### config.mk
export PLATFORM = sky130hd
export DESIGN_NAME = upc_top
export DESIGN_NICKNAME = d
export VERILOG_FILES = /design/src/hdl/upc_pkg.sv /design/src/hdl/upc_checksum.sv /design/src/hdl/upc_top.sv
export SDC_FILE = /design/constraint.sdc
export NUM_CORES = 1
export LEC_CHECK = 0
export BUFFER_PORTS_ARGS = -buffer_cell sky130_fd_sc_hd__clkbuf_2
export CAP_MARGIN = 10
export CORE_AREA = 8 8 175 177
export CTS_CLUSTER_DIAMETER = 80
export DETAILED_ROUTE_END_ITERATION = 8
export DIE_AREA = 0 0 183 185
export GPL_TIMING_DRIVEN = 0
export PLACE_DENSITY = 0.69
export SLEW_MARGIN = 40
export SYNTH_ARGS = -nofsm -noshare
export SYNTH_HDL_FRONTEND = slang
export SYNTH_SLANG_ARGS = --single-unit
### constraint.sdc
create_clock -name aclk -period 8.55 [get_ports aclk]
set_input_delay 0.855 -clock aclk [delete_from_list [all_inputs] [get_ports aclk]]
set_output_delay 0.855 -clock aclk [all_outputs]
set_load 0.01 [all_outputs]
### src/hdl/upc_pkg.sv
// Purpose: Shared constants for the UART parameter, checksum and address-match block
// Assumes: 32-bit AXI4-Lite data, one word per register index
// Notes:   Byte address of a register is four times its index

// ============================================================
// Package
package upc_pkg;
  // Register indices; byte address = index * 4
  localparam int unsigned ADDR_W     = 12;
  localparam int unsigned IDX_W      = 10;
  localparam logic [IDX_W-1:0] IDX_RXTOP   = 10'h2a1;
  localparam logic [IDX_W-1:0] IDX_RXSUM   = 10'h2a2;
  localparam logic [IDX_W-1:0] IDX_TXBOT   = 10'h2a3;
  localparam logic [IDX_W-1:0] IDX_TXSUM   = 10'h2a4;
  localparam logic [IDX_W-1:0] IDX_PARAM1  = 10'h2a5;
  localparam logic [IDX_W-1:0] IDX_PARAM2  = 10'h2a7;
  localparam logic [IDX_W-1:0] IDX_PARAM3  = 10'h2a9;
  localparam logic [IDX_W-1:0] IDX_CTL0    = 10'h2ab;
  localparam logic [IDX_W-1:0] IDX_CTL1    = 10'h2ac;
  localparam logic [IDX_W-1:0] IDX_CTL2    = 10'h2ad;
  localparam logic [IDX_W-1:0] IDX_BAUD    = 10'h2ae;
  localparam logic [IDX_W-1:0] IDX_FIFO    = 10'h2b0;
  localparam logic [IDX_W-1:0] IDX_WAKE    = 10'h2b1;
  localparam logic [IDX_W-1:0] IDX_ERRF    = 10'h2b2;
  localparam logic [IDX_W-1:0] IDX_ERRE    = 10'h2b3;
  localparam logic [IDX_W-1:0] IDX_IRQ_ST  = 10'h2b8;
  localparam logic [IDX_W-1:0] IDX_IRQ_MSK = 10'h2b9;
  localparam logic [IDX_W-1:0] IDX_MATCH   = 10'h2ba;

  // Plain byte registers held in one array
  localparam int unsigned NPLAIN = 7;
  localparam logic [IDX_W-1:0] PLAIN_IDX [NPLAIN] =
    '{IDX_CTL0, IDX_CTL1, IDX_CTL2, IDX_FIFO, IDX_WAKE, IDX_ERRF, IDX_ERRE};
  localparam int unsigned PL_CTL0 = 0;
  localparam int unsigned PL_CTL2 = 2;

  // Field positions
  localparam int unsigned MODE_LSB    = 0;
  localparam int unsigned MODE_W      = 4;
  localparam int unsigned CHKEN_BIT   = 3;
  localparam int unsigned PARAM_W     = 9;
  localparam int unsigned PARAM_MSB   = 8;

  // Operating modes (mode field of control_zero)
  localparam logic [3:0] MODE_ASYNC_ADDR = 4'h4;
  localparam logic [3:0] MODE_DMX        = 4'ha;
  localparam logic [3:0] MODE_LIN_CLIENT = 4'hb;
  localparam logic [3:0] MODE_LIN_HOST   = 4'hc;

  // Interrupt status bits
  localparam int unsigned NIRQ       = 3;
  localparam int unsigned IRQ_RXBYTE = 0;
  localparam int unsigned IRQ_TXBYTE = 1;
  localparam int unsigned IRQ_MATCH  = 2;

  // Reset values and bus answers
  localparam logic [7:0]  BYTE_RST  = 8'h00;
  localparam logic [8:0]  PARAM_RST = 9'h000;
  localparam logic [1:0]  RESP_OKAY = 2'h0;
  localparam logic [1:0]  RESP_SLV  = 2'h2;
endpackage : upc_pkg

### src/hdl/upc_checksum.sv
// Purpose: One running 8-bit checksum with software write access
// Assumes: Byte strobes come from logic on the same clock
// Notes:   Used twice, once for receive and once for transmit

`timescale 1ns/1ps

// ============================================================
// Checksum accumulator
module upc_checksum
  import upc_pkg::*;
(
  // Clock and reset
  input  wire logic       aclk,
  input  wire logic       aresetn,
  input  wire logic       ce,
  // Software access
  input  wire logic       sw_wr,
  input  wire logic [7:0] sw_data,
  // Byte stream
  input  wire logic       byte_valid,
  input  wire logic [7:0] byte_data,
  input  wire logic       byte_is_pid,
  // Configuration
  input  wire logic       lin_mode,
  input  wire logic       chk_enable,
  // Result
  output logic      [7:0] sum
);
  logic       take;
  logic [7:0] base;

  // LIN: enable picks enhanced (with PID) or classic; elsewhere enable gates
  assign take = byte_valid && (lin_mode ? (chk_enable || !byte_is_pid) : chk_enable);
  // A write and a byte in one cycle both count: the byte adds onto the write
  assign base = sw_wr ? sw_data : sum;

  // Modulo 256 sum, carry dropped by the 8-bit target
  always_ff @(posedge aclk) begin
    if (!aresetn) begin
      sum <= BYTE_RST;
    end else if (ce) begin
      if (take) begin
        sum <= 8'(base + byte_data);
      end else if (sw_wr) begin
        sum <= sw_data;
      end
    end
  end
endmodule : upc_checksum

### src/hdl/upc_top.sv
// Purpose: UART parameter words, running checksums and address match, AXI4-Lite mapped
// Assumes: Framing, FIFOs and baud logic sit outside and feed byte strobes on aclk
// Notes:   Register byte address is four times the register index
//
// How it works
// DMX: nine-bit parameter three, bit 8 top, is the last captured channel.
// LIN client: parameter three low byte is the expected received data count.
// Address mode: (address XOR param two low) AND param three low, zero means match.
// Bit 8 only used in DMX; low byte only in DMX, LIN client, address.
// Parameter three is reached as separate high (bit 8) and low byte lanes.
// LIN with enable set: transmit sum includes the protected identifier.
// LIN with enable clear: transmit sum excludes the protected identifier.
// Other modes with enable set: transmit sum adds every byte since clearing.
// LIN with enable set: receive sum includes the protected identifier.
// LIN with enable clear: receive sum excludes the protected identifier.
// Other modes with enable set: receive sum adds every byte since clearing.
// Both sums are 8-bit, read/write, reset to zero.
// Address mode sends parameter one low byte with ninth bit set.
// Sums wrap modulo 256; writing zero clears a sum.
// Only characters with ninth bit set update the match state.
//
// Implementation choice: the AXI4-Lite slave port.

`timescale 1ns/1ps

// ============================================================
// Top level
module upc_top
  import upc_pkg::*;
(
  // Clock, reset, enable
  input  wire logic              aclk,
  input  wire logic              aresetn,
  input  wire logic              ce,
  // AXI4-Lite write address
  input  wire logic [ADDR_W-1:0] s_axi_awaddr,
  input  wire logic              s_axi_awvalid,
  output logic                   s_axi_awready,
  // AXI4-Lite write data
  input  wire logic [31:0]       s_axi_wdata,
  input  wire logic [3:0]        s_axi_wstrb,
  input  wire logic              s_axi_wvalid,
  output logic                   s_axi_wready,
  // AXI4-Lite write response
  output logic [1:0]             s_axi_bresp,
  output logic                   s_axi_bvalid,
  input  wire logic              s_axi_bready,
  // AXI4-Lite read address
  input  wire logic [ADDR_W-1:0] s_axi_araddr,
  input  wire logic              s_axi_arvalid,
  output logic                   s_axi_arready,
  // AXI4-Lite read data
  output logic [31:0]            s_axi_rdata,
  output logic [1:0]             s_axi_rresp,
  output logic                   s_axi_rvalid,
  input  wire logic              s_axi_rready,
  // Receive byte stream from the framer
  input  wire logic              rx_byte_valid,
  input  wire logic [7:0]        rx_byte,
  input  wire logic              rx_ninth,
  input  wire logic              rx_is_pid,
  // Transmit byte stream from the framer
  input  wire logic              tx_byte_valid,
  input  wire logic [7:0]        tx_byte,
  input  wire logic              tx_is_pid,
  // Configuration to the framer
  output logic [MODE_W-1:0]      mode,
  output logic                   checksum_enable,
  output logic [PARAM_W-1:0]     dmx_last_addr,
  output logic [7:0]             lin_rx_count,
  output logic [PARAM_W-1:0]     tx_addr_char,
  output logic                   addr_match,
  // Interrupt
  output logic                   irq
);

  // ============================================================
  // Declarations
  logic [ADDR_W-1:0]  aw_addr_reg;
  logic               aw_got_reg;
  logic [31:0]        w_data_reg;
  logic [3:0]         w_strb_reg;
  logic               w_got_reg;
  logic               do_write;
  logic [IDX_W-1:0]   w_idx;
  logic [IDX_W-1:0]   r_idx;
  logic               rd_take;
  logic [7:0]         plain_reg [NPLAIN];
  logic [PARAM_W-1:0] param1_reg;
  logic [PARAM_W-1:0] param2_reg;
  logic [PARAM_W-1:0] param3_reg;
  logic [15:0]        baud_reg;
  logic [7:0]         txbot_reg;
  logic [7:0]         rxtop_reg;
  logic [NIRQ-1:0]    irq_st_reg;
  logic [NIRQ-1:0]    irq_msk_reg;
  logic [NIRQ-1:0]    irq_set;
  logic [7:0]         rx_sum;
  logic [7:0]         tx_sum;
  logic [MODE_W-1:0]  cur_mode;
  logic               chk_en;
  logic               lin_mode;
  logic               addr_mode;
  logic               match_now;
  logic [31:0]        rd_word;
  logic               rd_hit;

  assign w_idx    = aw_addr_reg[ADDR_W-1:2];
  assign r_idx    = s_axi_araddr[ADDR_W-1:2];
  assign do_write = aw_got_reg && w_got_reg && !s_axi_bvalid;
  assign rd_take  = s_axi_arvalid && s_axi_arready;

  // Mode decode from the stored control bytes
  assign cur_mode  = plain_reg[PL_CTL0][MODE_LSB +: MODE_W];
  assign chk_en    = plain_reg[PL_CTL2][CHKEN_BIT];
  assign lin_mode  = (cur_mode == MODE_LIN_CLIENT) || (cur_mode == MODE_LIN_HOST);
  assign addr_mode = (cur_mode == MODE_ASYNC_ADDR);

  // Masked comparison; masked-off bits never spoil a match
  assign match_now = ((rx_byte ^ param2_reg[7:0]) & param3_reg[7:0]) == 8'h00;

  // ============================================================
  // AXI write channels: address and data taken in either order
  always_ff @(posedge aclk) begin
    if (!aresetn) begin
      aw_got_reg    <= 1'b0;
      aw_addr_reg   <= '0;
      s_axi_awready <= 1'b0;
    end else if (ce) begin
      if (s_axi_awvalid && s_axi_awready) begin
        aw_addr_reg   <= s_axi_awaddr;
        aw_got_reg    <= 1'b1;
        s_axi_awready <= 1'b0;
      end else if (do_write) begin
        aw_got_reg <= 1'b0;
      end else if (!aw_got_reg && !s_axi_bvalid) begin
        s_axi_awready <= 1'b1;
      end
    end
  end

  // Write data holder
  always_ff @(posedge aclk) begin
    if (!aresetn) begin
      w_got_reg    <= 1'b0;
      w_data_reg   <= '0;
      w_strb_reg   <= '0;
      s_axi_wready <= 1'b0;
    end else if (ce) begin
      if (s_axi_wvalid && s_axi_wready) begin
        w_data_reg   <= s_axi_wdata;
        w_strb_reg   <= s_axi_wstrb;
        w_got_reg    <= 1'b1;
        s_axi_wready <= 1'b0;
      end else if (do_write) begin
        w_got_reg <= 1'b0;
      end else if (!w_got_reg && !s_axi_bvalid) begin
        s_axi_wready <= 1'b1;
      end
    end
  end

  // Write response; unmapped indices answer SLVERR, nothing stored
  always_ff @(posedge aclk) begin
    if (!aresetn) begin
      s_axi_bvalid <= 1'b0;
      s_axi_bresp  <= RESP_OKAY;
    end else if (ce) begin
      if (do_write) begin
        s_axi_bvalid <= 1'b1;
        s_axi_bresp  <= map_hit(w_idx) ? RESP_OKAY : RESP_SLV;
      end else if (s_axi_bready) begin
        s_axi_bvalid <= 1'b0;
      end
    end
  end

  // ============================================================
  // Register storage
  function automatic logic map_hit(input logic [IDX_W-1:0] idx);
    logic hit;
    hit = 1'b0;
    for (int k = 0; k < NPLAIN; k++) begin
      if (idx == PLAIN_IDX[k]) begin
        hit = 1'b1;
      end
    end
    case (idx)
      IDX_RXTOP, IDX_RXSUM, IDX_TXBOT, IDX_TXSUM, IDX_PARAM1, IDX_PARAM2,
      IDX_PARAM3, IDX_BAUD, IDX_IRQ_ST, IDX_IRQ_MSK, IDX_MATCH: hit = 1'b1;
      default: ;
    endcase
    return hit;
  endfunction : map_hit

  // Control and flag bytes, one entry per index, low lane only
  for (genvar g = 0; g < NPLAIN; g++) begin : g_plain
    always_ff @(posedge aclk) begin
      if (!aresetn) begin
        plain_reg[g] <= BYTE_RST;
      end else if (ce && do_write && w_idx == PLAIN_IDX[g] && w_strb_reg[0]) begin
        plain_reg[g] <= w_data_reg[7:0];
      end
    end
  end

  // Parameter words: lane 0 low byte, lane 1 carries bit 8 alone
  always_ff @(posedge aclk) begin
    if (!aresetn) begin
      param1_reg <= PARAM_RST;
      param2_reg <= PARAM_RST;
      param3_reg <= PARAM_RST;
    end else if (ce && do_write) begin
      if (w_idx == IDX_PARAM1 && w_strb_reg[0]) param1_reg[7:0] <= w_data_reg[7:0];
      if (w_idx == IDX_PARAM1 && w_strb_reg[1]) param1_reg[PARAM_MSB] <= w_data_reg[8];
      if (w_idx == IDX_PARAM2 && w_strb_reg[0]) param2_reg[7:0] <= w_data_reg[7:0];
      if (w_idx == IDX_PARAM2 && w_strb_reg[1]) param2_reg[PARAM_MSB] <= w_data_reg[8];
      if (w_idx == IDX_PARAM3 && w_strb_reg[0]) param3_reg[7:0] <= w_data_reg[7:0];
      if (w_idx == IDX_PARAM3 && w_strb_reg[1]) param3_reg[PARAM_MSB] <= w_data_reg[8];
    end
  end

  // Baud divisor and transmit byte; only stored here and read back over the bus, not sent to the framer
  always_ff @(posedge aclk) begin
    if (!aresetn) begin
      baud_reg  <= '0;
      txbot_reg <= BYTE_RST;
    end else if (ce && do_write) begin
      if (w_idx == IDX_BAUD && w_strb_reg[0]) baud_reg[7:0] <= w_data_reg[7:0];
      if (w_idx == IDX_BAUD && w_strb_reg[1]) baud_reg[15:8] <= w_data_reg[15:8];
      if (w_idx == IDX_TXBOT && w_strb_reg[0]) txbot_reg <= w_data_reg[7:0];
    end
  end

  // Last received byte shown at the receive register
  always_ff @(posedge aclk) begin
    if (!aresetn) begin
      rxtop_reg <= BYTE_RST;
    end else if (ce && rx_byte_valid) begin
      rxtop_reg <= rx_byte;
    end
  end

  // ============================================================
  // Running checksums
  upc_checksum u_rx_sum (
    .aclk        (aclk),
    .aresetn     (aresetn),
    .ce          (ce),
    .sw_wr       (do_write && w_idx == IDX_RXSUM && w_strb_reg[0]),
    .sw_data     (w_data_reg[7:0]),
    .byte_valid  (rx_byte_valid),
    .byte_data   (rx_byte),
    .byte_is_pid (rx_is_pid),
    .lin_mode    (lin_mode),
    .chk_enable  (chk_en),
    .sum         (rx_sum)
  );

  upc_checksum u_tx_sum (
    .aclk        (aclk),
    .aresetn     (aresetn),
    .ce          (ce),
    .sw_wr       (do_write && w_idx == IDX_TXSUM && w_strb_reg[0]),
    .sw_data     (w_data_reg[7:0]),
    .byte_valid  (tx_byte_valid),
    .byte_data   (tx_byte),
    .byte_is_pid (tx_is_pid),
    .lin_mode    (lin_mode),
    .chk_enable  (chk_en),
    .sum         (tx_sum)
  );

  // ============================================================
  // Address match and framer configuration
  always_ff @(posedge aclk) begin
    if (!aresetn) begin
      addr_match <= 1'b0;
    end else if (ce && addr_mode && rx_byte_valid && rx_ninth) begin
      addr_match <= match_now;
    end
  end

  // Parameter fields only reach the framer in the modes that use them
  always_ff @(posedge aclk) begin
    if (!aresetn) begin
      mode            <= '0;
      checksum_enable <= 1'b0;
      dmx_last_addr   <= PARAM_RST;
      lin_rx_count    <= BYTE_RST;
      tx_addr_char    <= PARAM_RST;
    end else if (ce) begin
      mode            <= cur_mode;
      checksum_enable <= chk_en;
      dmx_last_addr   <= (cur_mode == MODE_DMX) ? param3_reg : PARAM_RST;
      lin_rx_count    <= (cur_mode == MODE_LIN_CLIENT) ? param3_reg[7:0] : BYTE_RST;
      tx_addr_char    <= addr_mode ? {1'b1, param1_reg[7:0]} : PARAM_RST;
    end
  end

  // ============================================================
  // Interrupts: sticky status, cleared by reading it; a new event wins
  assign irq_set[IRQ_RXBYTE] = rx_byte_valid;
  assign irq_set[IRQ_TXBYTE] = tx_byte_valid;
  assign irq_set[IRQ_MATCH]  = addr_mode && rx_byte_valid && rx_ninth && match_now;

  always_ff @(posedge aclk) begin
    if (!aresetn) begin
      irq_st_reg <= '0;
    end else if (ce) begin
      if (rd_take && r_idx == IDX_IRQ_ST) begin
        irq_st_reg <= irq_set;
      end else begin
        irq_st_reg <= irq_st_reg | irq_set;
      end
    end
  end

  // Mask register and level output
  always_ff @(posedge aclk) begin
    if (!aresetn) begin
      irq_msk_reg <= '0;
      irq         <= 1'b0;
    end else if (ce) begin
      if (do_write && w_idx == IDX_IRQ_MSK && w_strb_reg[0]) begin
        irq_msk_reg <= w_data_reg[NIRQ-1:0];
      end
      irq <= |(irq_st_reg & irq_msk_reg);
    end
  end

  // ============================================================
  // Read path: answer one cycle after the address is taken
  always_comb begin
    rd_word = '0;
    rd_hit  = map_hit(r_idx);
    for (int k = 0; k < NPLAIN; k++) begin
      if (r_idx == PLAIN_IDX[k]) begin
        rd_word[7:0] = plain_reg[k];
      end
    end
    case (r_idx)
      IDX_RXTOP:   rd_word[7:0] = rxtop_reg;
      IDX_RXSUM:   rd_word[7:0] = rx_sum;
      IDX_TXBOT:   rd_word[7:0] = txbot_reg;
      IDX_TXSUM:   rd_word[7:0] = tx_sum;
      IDX_PARAM1:  rd_word[8:0] = param1_reg;
      IDX_PARAM2:  rd_word[8:0] = param2_reg;
      IDX_PARAM3:  rd_word[8:0] = param3_reg;
      IDX_BAUD:    rd_word[15:0] = baud_reg;
      IDX_IRQ_ST:  rd_word[NIRQ-1:0] = irq_st_reg;
      IDX_IRQ_MSK: rd_word[NIRQ-1:0] = irq_msk_reg;
      IDX_MATCH:   rd_word[0] = addr_match;
      default: ;
    endcase
  end

  // Read channel handshake; one read in flight at a time
  always_ff @(posedge aclk) begin
    if (!aresetn) begin
      s_axi_arready <= 1'b0;
      s_axi_rvalid  <= 1'b0;
      s_axi_rdata   <= '0;
      s_axi_rresp   <= RESP_OKAY;
    end else if (ce) begin
      if (rd_take) begin
        s_axi_arready <= 1'b0;
        s_axi_rvalid  <= 1'b1;
        s_axi_rdata   <= rd_word;
        s_axi_rresp   <= rd_hit ? RESP_OKAY : RESP_SLV;
      end else if (s_axi_rvalid && s_axi_rready) begin
        s_axi_rvalid <= 1'b0;
      end else if (!s_axi_rvalid) begin
        s_axi_arready <= 1'b1;
      end
    end
  end

endmodule : upc_top

==> results of run 1 <==
metrics by stage:
step | utilization [%] | hold slack (ps) | cells | power, mW | cell area [um2]
floorplan | - | 427 | 1249 | 1.26 | 11000
global placement | 43.0 | 437 | 1752 | 1.34 | 12100
detailed placement | 43.2 | 444 | 1752 | 1.35 | 12100
CTS | 45.9 | 452 | 1798 | 2.34 | 12900
global route | 45.9 | 467 | 1798 | 2.41 | 12900
finish | 45.9 | 451 | 1798 | 2.34 | 12900
routing by layer:
metal | wire length [um] | share of wire, %
met1 | 16800 | 42
met4 | 1460 | 3.7
met5 | 0 | 0
met2 | 17700 | 45
met3 | 3590 | 9.1
power breakdown:
part	total, mW	switching [mW]	internal (mW)	leakage (nW)
sequential	1.12	0.0211	1.10	1.93
combinational	0.205	0.134	0.0710	2.60
clock	1.01	0.442	0.571	0.354
cell usage in the layout (no fill, tap or decap), types with 21 or more instances in the layout:
master	instances
mux2i_1	69
nor2_1	118
clkbuf_2	120
nor2b_1	31
nand2_1	160
edfxtp_1	56
and2_1	49
clkbuf_1	73
dfxtp_1	167
clkbuf_16	25
nand3_1	23
nor3_1	21
a21oi_1	146
o21ai_0	47
synth_stat cells, types with 4 or more instances:
| cell | instances |
|---|---|
| ha_1 | 16 |
| mux2i_1 | 69 |
| xor2_1 | 13 |
| o21ai_0 | 53 |
| a22oi_1 | 14 |
| o22ai_1 | 17 |
| nor4_1 | 9 |
| buf_4 | 18 |
| a21oi_1 | 146 |
| nor3_1 | 23 |
| nand2b_1 | 14 |
| o31ai_1 | 4 |
| and3_1 | 7 |
| clkbuf_1 | 66 |
| buf_2 | 4 |
| nor2_1 | 119 |
| nand4_1 | 7 |
| edfxtp_1 | 56 |
| and2_1 | 49 |
| dfxtp_1 | 167 |
| o21a_1 | 5 |
| nand2_1 | 160 |
| nand3_1 | 23 |
| nor2b_1 | 31 |
| inv_1 | 13 |
| a211oi_1 | 6 |
| mux2_2 | 16 |
| buf_1 | 6 |
| a21o_1 | 6 |
| a31oi_1 | 11 |
| or3_1 | 8 |
kinds of logic (layout without fill, tap and decap cells):
logic type | count (synthesis) | after routing | share of synthesized area, %
simple gates | 477 | 477 | 21.4
compound gates | 302 | 302 | 16.5
flops | 223 | 223 | 45.9
buf+inv | 109 | 274 | 4.47
mux | 86 | 86 | 8.17
fa+ha+maj | 18 | 18 | 2.20
xor+xnor | 16 | 16 | 1.28
other cells | 1 | 18 | 0.0343
path summary, 6_finish.rpt:
kind / from / to / slack [ps] / cells past startpoint
max: aw_addr_reg[3] / u_rx_sum.sum[7] / 4540 / 11
min: txbot_reg[1] / txbot_reg[1] / 450 / 2
max reg2reg: aw_addr_reg[3] / u_rx_sum.sum[7] / 4540 / 11
min reg2reg: txbot_reg[1] / txbot_reg[1] / 450 / 2
layout make-up:
class,count,area (um2)
plain buffers,95,438
repair buffers,119,596
inverters,14,52.6
flip-flops and latches,223,5020
clock inverters,14,106
multi-input cells,917,5550
clock buffers,32,652
well taps,384,480
fillers,2819,15200
worst max-delay path, delay by kind of cell, from the launching register on:
family / cells / cell delay (ps)
adder cells (fa/ha/maj): 1 / 280
multiplexers: 1 / 450
AO/OA/AOI/OAI: 5 / 970
flip-flops: 1 / 300
buffers and inverters: 1 / 350
AND/OR/NAND/NOR: 3 / 1550
==> metrics.md, run 1 <==
| Metric | Value |
|---|---|
| DR vias/cell | `approximately 5.6` |
| Pwr dens | `182 mW/mm2` |
| DR pass1 iterations | `5` |
| Area grow syn2layout | `18.0%` |
| Fmax | `250 MHz` |
| Critical-path cell list | `clkbuf_1 > nand2b_1 > nor4_4 > mux2_2 > ha_1 > a21oi_1 > o22ai_1 > or4_1 > a31oi_1 > a21oi_1 > a211o_1` |
| Die Span X | `between 150 and 200 um` |
| DR vias | `slightly above 10000` |
| Worst slack, placed | `between 4000 and 5000 ps` |
| Worst clock skew | `between 15 and 20 ps` |
| Io pins | `163` |
| Sequential fraction of the synthesis area | `45.9%` |
| Synth top area cells | `dfxtp_1, edfxtp_1, a21oi_1, mux2i_1, nand2_1` |
| Synthesis-stage register bit count | `~220` |
| Worst VDD drop | `0.122 mV` |
| Crit path DAT | `~4400 ps` |
| Row cnt | `between 60 and 70` |
| Crit path largest cell delay | `about 730 ps` |
| Vias in the first global route | `~10000` |
| Crit start category | `flop` |
| M1 GR Usage | `30.3%` |
| RSZ-0062 raised after global routing | `no` |
| Max FFs per register | `56` |
| GRT Overall Usage | `22.6%` |
| Min Tclk post-route | `between 4000 and 5000 ps` |
| Routed Antenna Nets | `0` |
| CTS clock-pin slew for the worst setup and hold paths | `60 ps` |
| Antenna violations before repair | `0` |
| Pin count of the biggest net entering global routing | `14` |
| Area of the die | `between 0.03 and 0.04 mm2` |
| Setup ws final | `roughly 4500 ps` |
| Max FO, Critical Path | `9` |
| Port Buffer Count | `119` |
| Fraction of layout cells with a size suffix above 1 | `between 10% and 20%` |
| CTS tree | `yes` |
| Final Wtd Congestion | `roughly 1` |
| Synthesized area per cell | `8.88 um2` |
| WP data required | `between 8000 and 9000 ps` |
| Hold buffers post-CTS | `0` |
| Resized cells post-CTS | `0` |
| Clock buffer depth | `3` |
| Synth top area share | `between 30 and 40%` |
| Max_cap viols | `0` |
| Max-slew violations | `0` |
| Gr ovfl total | `0` |
| CP max stage cell | `nor4_4` |
| YS warnings | `0` |
| Measured slew at the worst slew-check pin | `a little over 900 ps` |
| Drt initial violations | `roughly 930` |
| First-pass GRT wire length | `about 59 mm` |
| Residual DRC | `0` |
| Clock latency at the later pin of the worst-skew pair | `between 500 and 600 ps` |
| Static leakage power | `between 4 and 5 nW` |
| Critical path capture point type | `flop` |
| Total Routed Length | `39.5 mm` |
| Outcome | `finished clean` |
| Gate Count Post-Synth | `approximately 1200` |
| Most used cell, CP | `a21oi_1` |
| DPL Wire Length | `between 20 and 30 mm` |
| Dominant synthesized flop cell | `dfxtp_1` |
| Number of synthesized flops with an enable pin | `56` |
| Fin. Hold Viols | `0` |
| CTS H-tree lvls | `1` |
| Tcrit/Tclk final | `46.9%` |
| TritonCTS Buffers | `25` |
| Final setup TNS | `0 ps` |
| Die Y | `roughly 190 um` |
| Net count, final | `between 1500 and 2000` |
| Clock root buffer | `clkbuf_16` |
| Wire per inst | `between 20 and 25 um` |
| Clock sinks | `approximately 220` |
| Synth area leader | `dfxtp_1` |
| Final-report setup violation count | `0` |
| Number of setup buffers added after CTS | `0` |
| Initial cell density of the core | `about two fifths` |
| Most Used Layer, Global Route | `met2` |
| Asr flop ratio synth | `0%` |
| Ant. Diodes | `0` |
| Cell area after synthesis | `around 0.011 mm2` |
| Core Area | `0.0281 mm2` |
| Met2 GRT Util | `a little over a third` |
| Setup CP Type | `reg2reg` |
| Yosys cell types | `75` |
| HP Class | `reg2reg` |
| Met3 usage | `3.92%` |
| Relative slew slack | `slightly below 40%` |
No activity file was read; power rests on OpenSTA's default activity.
==> run 2, diff against run 1 <==
==> constraint.sdc (replaced) <==
create_clock -name aclk -period 4.02 [get_ports aclk]
set_input_delay 0.402 -clock aclk [delete_from_list [all_inputs] [get_ports aclk]]
set_output_delay 0.402 -clock aclk [all_outputs]
set_load 0.01 [all_outputs]
==> metrics.md, run 2 (same netlist as run 1, synthesis figures left out) <==
| Metric | Value |
|---|---|
| Outcome | `finished clean` |
| Routed Antenna Nets | `0 (unchanged)` |
| Tcrit/Tclk final | `92.9% (+46 points)` |
| Worst Path Buf+Inv | `4 (+3)` |
| Core Area | `0.0281 mm2 (unchanged)` |
| Fraction of layout cells with a size suffix above 1 | `16.1% (+0.36 points)` |
| Number of setup buffers added after CTS | `0 (unchanged)` |
| Max-slew violations | `0 (unchanged)` |
| Crit path DAT | `4150 ps (-280 ps)` |
| Setup CP Type | `reg2reg` |
| Die Span X | `183 um (unchanged)` |
| Fin. Hold Viols | `0 (unchanged)` |
| Clock root buffer | `clkbuf_16` |
| Ant. Diodes | `0 (unchanged)` |
| HP Class | `in2reg` |
| Crit start category | `flop` |
| Die Y | `185 um (unchanged)` |
| Row cnt | `62 (unchanged)` |
| Gr ovfl total | `0 (unchanged)` |
| Worst slack, placed | `60.6 ps (-4530 ps)` |
| Commonest cells after routing, fill and taps aside | `dfxtp_1, nand2_1, a21oi_1, clkbuf_2, nor2_1` |
| Clock sinks | `223 (unchanged)` |
| DPL Wire Length | `29.7 mm (unchanged)` |
| Area grow syn2layout | `18.4%` |
| Drt initial violations | `980 (+5.6%)` |
| CTS clock-pin slew for the worst setup and hold paths | `60 ps (about the same)` |
| Critical path capture point type | `flop` |
| Final Wtd Congestion | `1.00 (unchanged)` |
| Hold buffers post-CTS | `0 (unchanged)` |
| Initial cell density of the core | `38.9% (unchanged)` |
| Fmax | `268 MHz (+7.3%)` |
| Clock buffer depth | `3 (unchanged)` |
| WP data required | `4440 ps (-4530 ps)` |
| Area of the die | `0.0339 mm2 (unchanged)` |
| Delay-heaviest family, CP | `simple AND/OR/NAND/NOR gates` |
| Residual DRC | `0 (unchanged)` |
| Final non-filler cell total | `1804 (+0.33%)` |
| Power, Total | `4.98 mW (+110%)` |
| Net count, final | `1508 (+0.40%)` |
| Final setup TNS | `0 ps (unchanged)` |
| Inst Count DP | `1752 (unchanged)` |
| Most used cell, CP | `buf_4` |
| CP max stage cell | `or4_1` |
| First-pass GRT wire length | `58.7 mm (unchanged)` |
| CTS tree | `yes` |
| Max FO, Critical Path | `9 (unchanged)` |
| Worst VDD drop | `0.257 mV (+110%)` |
| GRT Overall Usage | `22.6% (unchanged)` |
| Max_cap viols | `0 (unchanged)` |
| Min Tclk post-route | `3730 ps (-274 ps)` |
| Setup ws final | `287 ps (-4260 ps)` |
| Port Buffer Count | `119 (unchanged)` |
| Relative slew slack | `38.3% (-1.2 points)` |
| Commonest non-fill, non-tap cell in the layout | `dfxtp_1` |
| Final-report setup violation count | `0 (unchanged)` |
| Crit path largest cell delay | `500 ps (-230 ps)` |
| Worst clock skew | `20.4 ps (+2.60 ps)` |
| DR vias | `10100 (+0.44%)` |
| Resized cells post-CTS | `0 (unchanged)` |
| CTS H-tree lvls | `1 (unchanged)` |
| Wire per inst | `21.9 um (-0.43%)` |
| Max FFs per register | `56 (unchanged)` |
| Measured slew at the worst slew-check pin | `926 ps (+17.7 ps)` |
| # fillers | `2813 (-0.21%)` |
| Critical-path cell list | `clkbuf_1 > nand2b_1 > nor4_4 > buf_4 > buf_4 > mux2_2 > ha_1 > inv_1 > o22ai_1 > or4_1 > a31oi_1 > a21oi_1 > a211o_1` |
| RSZ-0062 raised after global routing | `no` |
| Pin count of the biggest net entering global routing | `14 (unchanged)` |
| DR vias/cell | `5.62 (+0.10%)` |
| Antenna violations before repair | `0 (unchanged)` |
| Vias in the first global route | `9823 (unchanged)` |
| TritonCTS Buffers | `25 (unchanged)` |
| Static leakage power | `4.91 nW (+0.62%)` |
| DR pass1 iterations | `5 (unchanged)` |
| Clock latency at the later pin of the worst-skew pair | `530 ps (about the same)` |
| Io pins | `163 (unchanged)` |
| Pwr dens | `385 mW/mm2 (+110%)` |
| Total Routed Length | `39.5 mm (about the same)` |
[run 2: changes by cell type in the layout (fill, tap and decap cells not counted), sizes merged]
cell | previous run | this run
buf | 28 | 34
[run 2: worst reg2reg max path: cells and delay by family (launching register included)]
kind            cells  cell delay (ps)
fa+ha+maj           1              320
simple gates        3             1150
buf+inv             4              780
mux                 1              340
compound gates      4              740
flops               1              300
[run 2: layer usage]
| layer | routed length, um | vias up | GRT usage [%] |
|---|---|---|---|
| li1 | - | 4682 | - |
| met2 | 17800 | 513 | 36.1 |
| met3 | 3640 | 81 | 3.92 |
| met4 | 1410 | 0 | 8.43 |
| met1 | 16700 | 4856 | 30.3 |
| met5 | 0 | - | 0 |
[run 2: cell type report]
class                      count  area [um2]  share of cell area (%)
buffer                        95         438                    3.38
clock buffer                  32         652                    5.03
multi-input combinational    917        5550                    42.9
timing repair buffer         125         641                    4.95
clock inverter                14         106                   0.821
tap                          384         480                    3.71
sequential                   223        5020                    38.8
inverter                      14        52.6                   0.406
[run 2: report_power, final]
part / switching [mW] / internal [mW]
registers: 0.0450 / 2.35
clock network: 0.938 / 1.21
logic: 0.285 / 0.151
[run 2: metrics by stage]
stage	util (%)	hold WS, ps	cell area (um2)
2_1_floorplan	-	427	11000
3_3_place_gp	43.0	437	12100
3_5_place_dp	43.2	444	12100
4_1_cts	45.9	82.8	12900
5_1_grt	46.1	103	12900
6_report	46.1	95.0	12900
[run 2: path summary, 6_finish.rpt]
kind / start / end / slack, ps / cells after the start
min: s_axi_wdata[10] / w_data_reg[10] / 100 / 3
max reg2reg: aw_addr_reg[3] / u_rx_sum.sum[7] / 290 / 13
max: aw_addr_reg[3] / u_rx_sum.sum[7] / 290 / 13
min reg2reg: txbot_reg[1] / txbot_reg[1] / 450 / 2
==> run 3, diff against run 2 <==
--- a/config.mk
+++ b/config.mk
@@ -8,6 +8,7 @@
 export BUFFER_PORTS_ARGS = -buffer_cell sky130_fd_sc_hd__clkbuf_2
 export CAP_MARGIN = 10
 export CORE_AREA = 8 8 175 177
+export CTS_BUF_LIST = sky130_fd_sc_hd__clkbuf_4
 export CTS_CLUSTER_DIAMETER = 80
 export DETAILED_ROUTE_END_ITERATION = 8
 export DIE_AREA = 0 0 183 185
==> metrics.md, run 3 (same netlist as run 1, synthesis figures left out) <==
| Metric | Value |
|---|---|
| Wire per inst | `21.4 um (-2.4%)` |
| Final Util | `47.3% (+1.1 points)` |
| Total Routed Length | `40.5 mm (+2.4%)` |
| Gr ovfl total | `0 (unchanged)` |
| Clock root buffer | `clkbuf_4` |
| Setup CP Type | `reg2reg` |
| Routed Antenna Nets | `0 (unchanged)` |
| Crit start category | `flop` |
| Worst Path Buf+Inv | `2 (-2)` |
| GRT Overall Usage | `23.3% (+0.72 points)` |
| Outcome | `finished clean` |
| Pin count of the biggest net entering global routing | `17 (+3)` |
| Crit path largest cell delay | `510 ps (about the same)` |
| Worst VDD drop | `0.197 mV (-23%)` |
| Fmax | `262 MHz (-2.0%)` |
| Delay-heaviest family, CP | `simple AND/OR/NAND/NOR gates` |
| DP Area | `0.0121 mm2 (unchanged)` |
| DR vias/cell | `5.53 (-1.5%)` |
| Initial cell density of the core | `38.9% (unchanged)` |
| DR vias | `10500 (+3.4%)` |
| Commonest non-fill, non-tap cell in the layout | `dfxtp_1` |
| Port Buffer Count | `119 (unchanged)` |
| Resized cells post-CTS | `0 (unchanged)` |
| Max FFs per register | `56 (unchanged)` |
| Critical-path cell list | `clkbuf_1 > nand2b_1 > nor4_4 > buf_4 > mux2_2 > ha_1 > a21oi_1 > o22ai_1 > or4_1 > a31oi_1 > a21oi_1 > a211o_1` |
| Max_cap viols | `0 (unchanged)` |
| Finished Cell Area | `0.0133 mm2 (+2.5%)` |
| Most Used Layer, Global Route | `met2` |
| Most used cell, CP | `a21oi_1` |
| Drt initial violations | `888 (-9.4%)` |
| Net count, final | `1572 (+4.2%)` |
| Final setup TNS | `0 ps (unchanged)` |
| Vias in the first global route | `10400 (+5.4%)` |
| Area grow syn2layout | `21.3%` |
| M1 GR Usage | `29.6% (-0.70 points)` |
| Row cnt | `62 (unchanged)` |
| Clock buffer depth | `3 (unchanged)` |
| Inst Count DP | `1752 (unchanged)` |
| TritonCTS Buffers | `59 (+140%)` |
| Critical path capture point type | `flop` |
| Io pins | `163 (unchanged)` |
| Final non-filler cell total | `1893 (+4.9%)` |
| Measured slew at the worst slew-check pin | `902 ps (-24.0 ps)` |
| First-pass GRT wire length | `60.6 mm (+3.2%)` |
| WP data required | `4590 ps (+150 ps)` |
| Max-slew violations | `0 (unchanged)` |
| Pwr dens | `370 mW/mm2 (-3.7%)` |
| Max FO, Critical Path | `9 (unchanged)` |
| Worst clock skew | `53.4 ps (+33.1 ps)` |
| RSZ-0062 raised after global routing | `no` |
| Met2 GRT Util | `37.3% (+1.2 points)` |
| CP max stage cell | `or4_1` |
| Die Y | `185 um (unchanged)` |
| Fraction of layout cells with a size suffix above 1 | `18.7% (+2.6 points)` |
| Final-report setup violation count | `0 (unchanged)` |
| Die Span X | `183 um (unchanged)` |
| Min Tclk post-route | `3810 ps (+77.8 ps)` |
| DR pass1 iterations | `5 (unchanged)` |
| Clock latency at the later pin of the worst-skew pair | `720 ps (+190 ps)` |
| Clock sinks | `223 (unchanged)` |
| HP Class | `in2reg` |
| Antenna violations before repair | `1 (+1)` |
| CTS tree | `yes` |
| Crit path DAT | `4380 ps (+230 ps)` |
| Met3 usage | `5.51% (+1.6 points)` |
| Core Area | `0.0281 mm2 (unchanged)` |
| Fin. Hold Viols | `0 (unchanged)` |
| DPL Wire Length | `29.7 mm (unchanged)` |
| CTS H-tree lvls | `2 (+1)` |
| Area of the die | `0.0339 mm2 (unchanged)` |
| Final Wtd Congestion | `1.00 (unchanged)` |
| Residual DRC | `0 (unchanged)` |
| Commonest cells after routing, fill and taps aside | `dfxtp_1, nand2_1, a21oi_1, clkbuf_2, nor2_1` |
| Tcrit/Tclk final | `94.8% (+1.9 points)` |
| CTS clock-pin slew for the worst setup and hold paths | `70 ps (about the same)` |
| Power, Total | `4.92 mW (-1.3%)` |
| Static leakage power | `5.14 nW (+4.6%)` |
| Relative slew slack | `39.9% (+1.6 points)` |
[run 3: cell types whose count changed in the layout (fill, tap and decap cells not counted), sizes merged]
cell,delta
buf,-3
clkinvlp,-5
clkinv,+9
clkbuf,+53
bufinv,+1
diode,+1
dlygate4sd3,+33
[run 3: tightest hold or removal path, delay by kind of cell]
kind | cells | cell delay (ps)
buf+inv | 1 | 130
compound gates | 1 | 50
simple gates | 1 | 70
[run 3: cell type report]
cell class	count	area, um2
Sequential cell	223	5020
Clock inverter	19	133
Timing Repair Buffer	155	948
Tap cell	384	480
Multi-Input combinational cell	917	5550
Inverter	14	52.6
Antenna cell	1	2.50
Clock buffer	85	638
Buffer	95	438
Fill cell	2784	14800
[run 3: timing repair]
item,4_1_cts,5_1_grt
hold buffers,33,0
buffers inserted,2,1
pin swaps,1,0
hold endpoints to repair,33,0
endpoints found under the setup margin,1,1
[run 3: where the power goes]
group	internal [mW]	switching [mW]
clock network	1.10	0.966
registers	2.35	0.0444
logic	0.172	0.291
total	3.62	1.30
[run 3: metrics by stage]
step	hold slack (ps)	setup WS [ps]
2_1_floorplan	427	656
3_3_place_gp	437	127
3_5_place_dp	444	60.6
4_1_cts	3.31	147
5_1_grt	17.5	8.99
6_report	24.9	209
[run 3: worst paths after layout]
| path | from | to | slack [ps] | depth (start not counted) |
|---|---|---|---|---|
| min reg2reg | txbot_reg[1] | txbot_reg[1] | 450 | 2 |
| max | aw_addr_reg[3] | u_rx_sum.sum[7] | 210 | 12 |
| max reg2reg | aw_addr_reg[3] | u_rx_sum.sum[7] | 210 | 12 |
| min | rx_byte[6] | rxtop_reg[6] | 20 | 3 |
[run 3: routing by layer]
metal	share of wire [%]	vias to the layer above
li1	-	4826
met1	41	4966
met2	45	573
met3	9.9	110
met4	4.2	0
met5	0	-
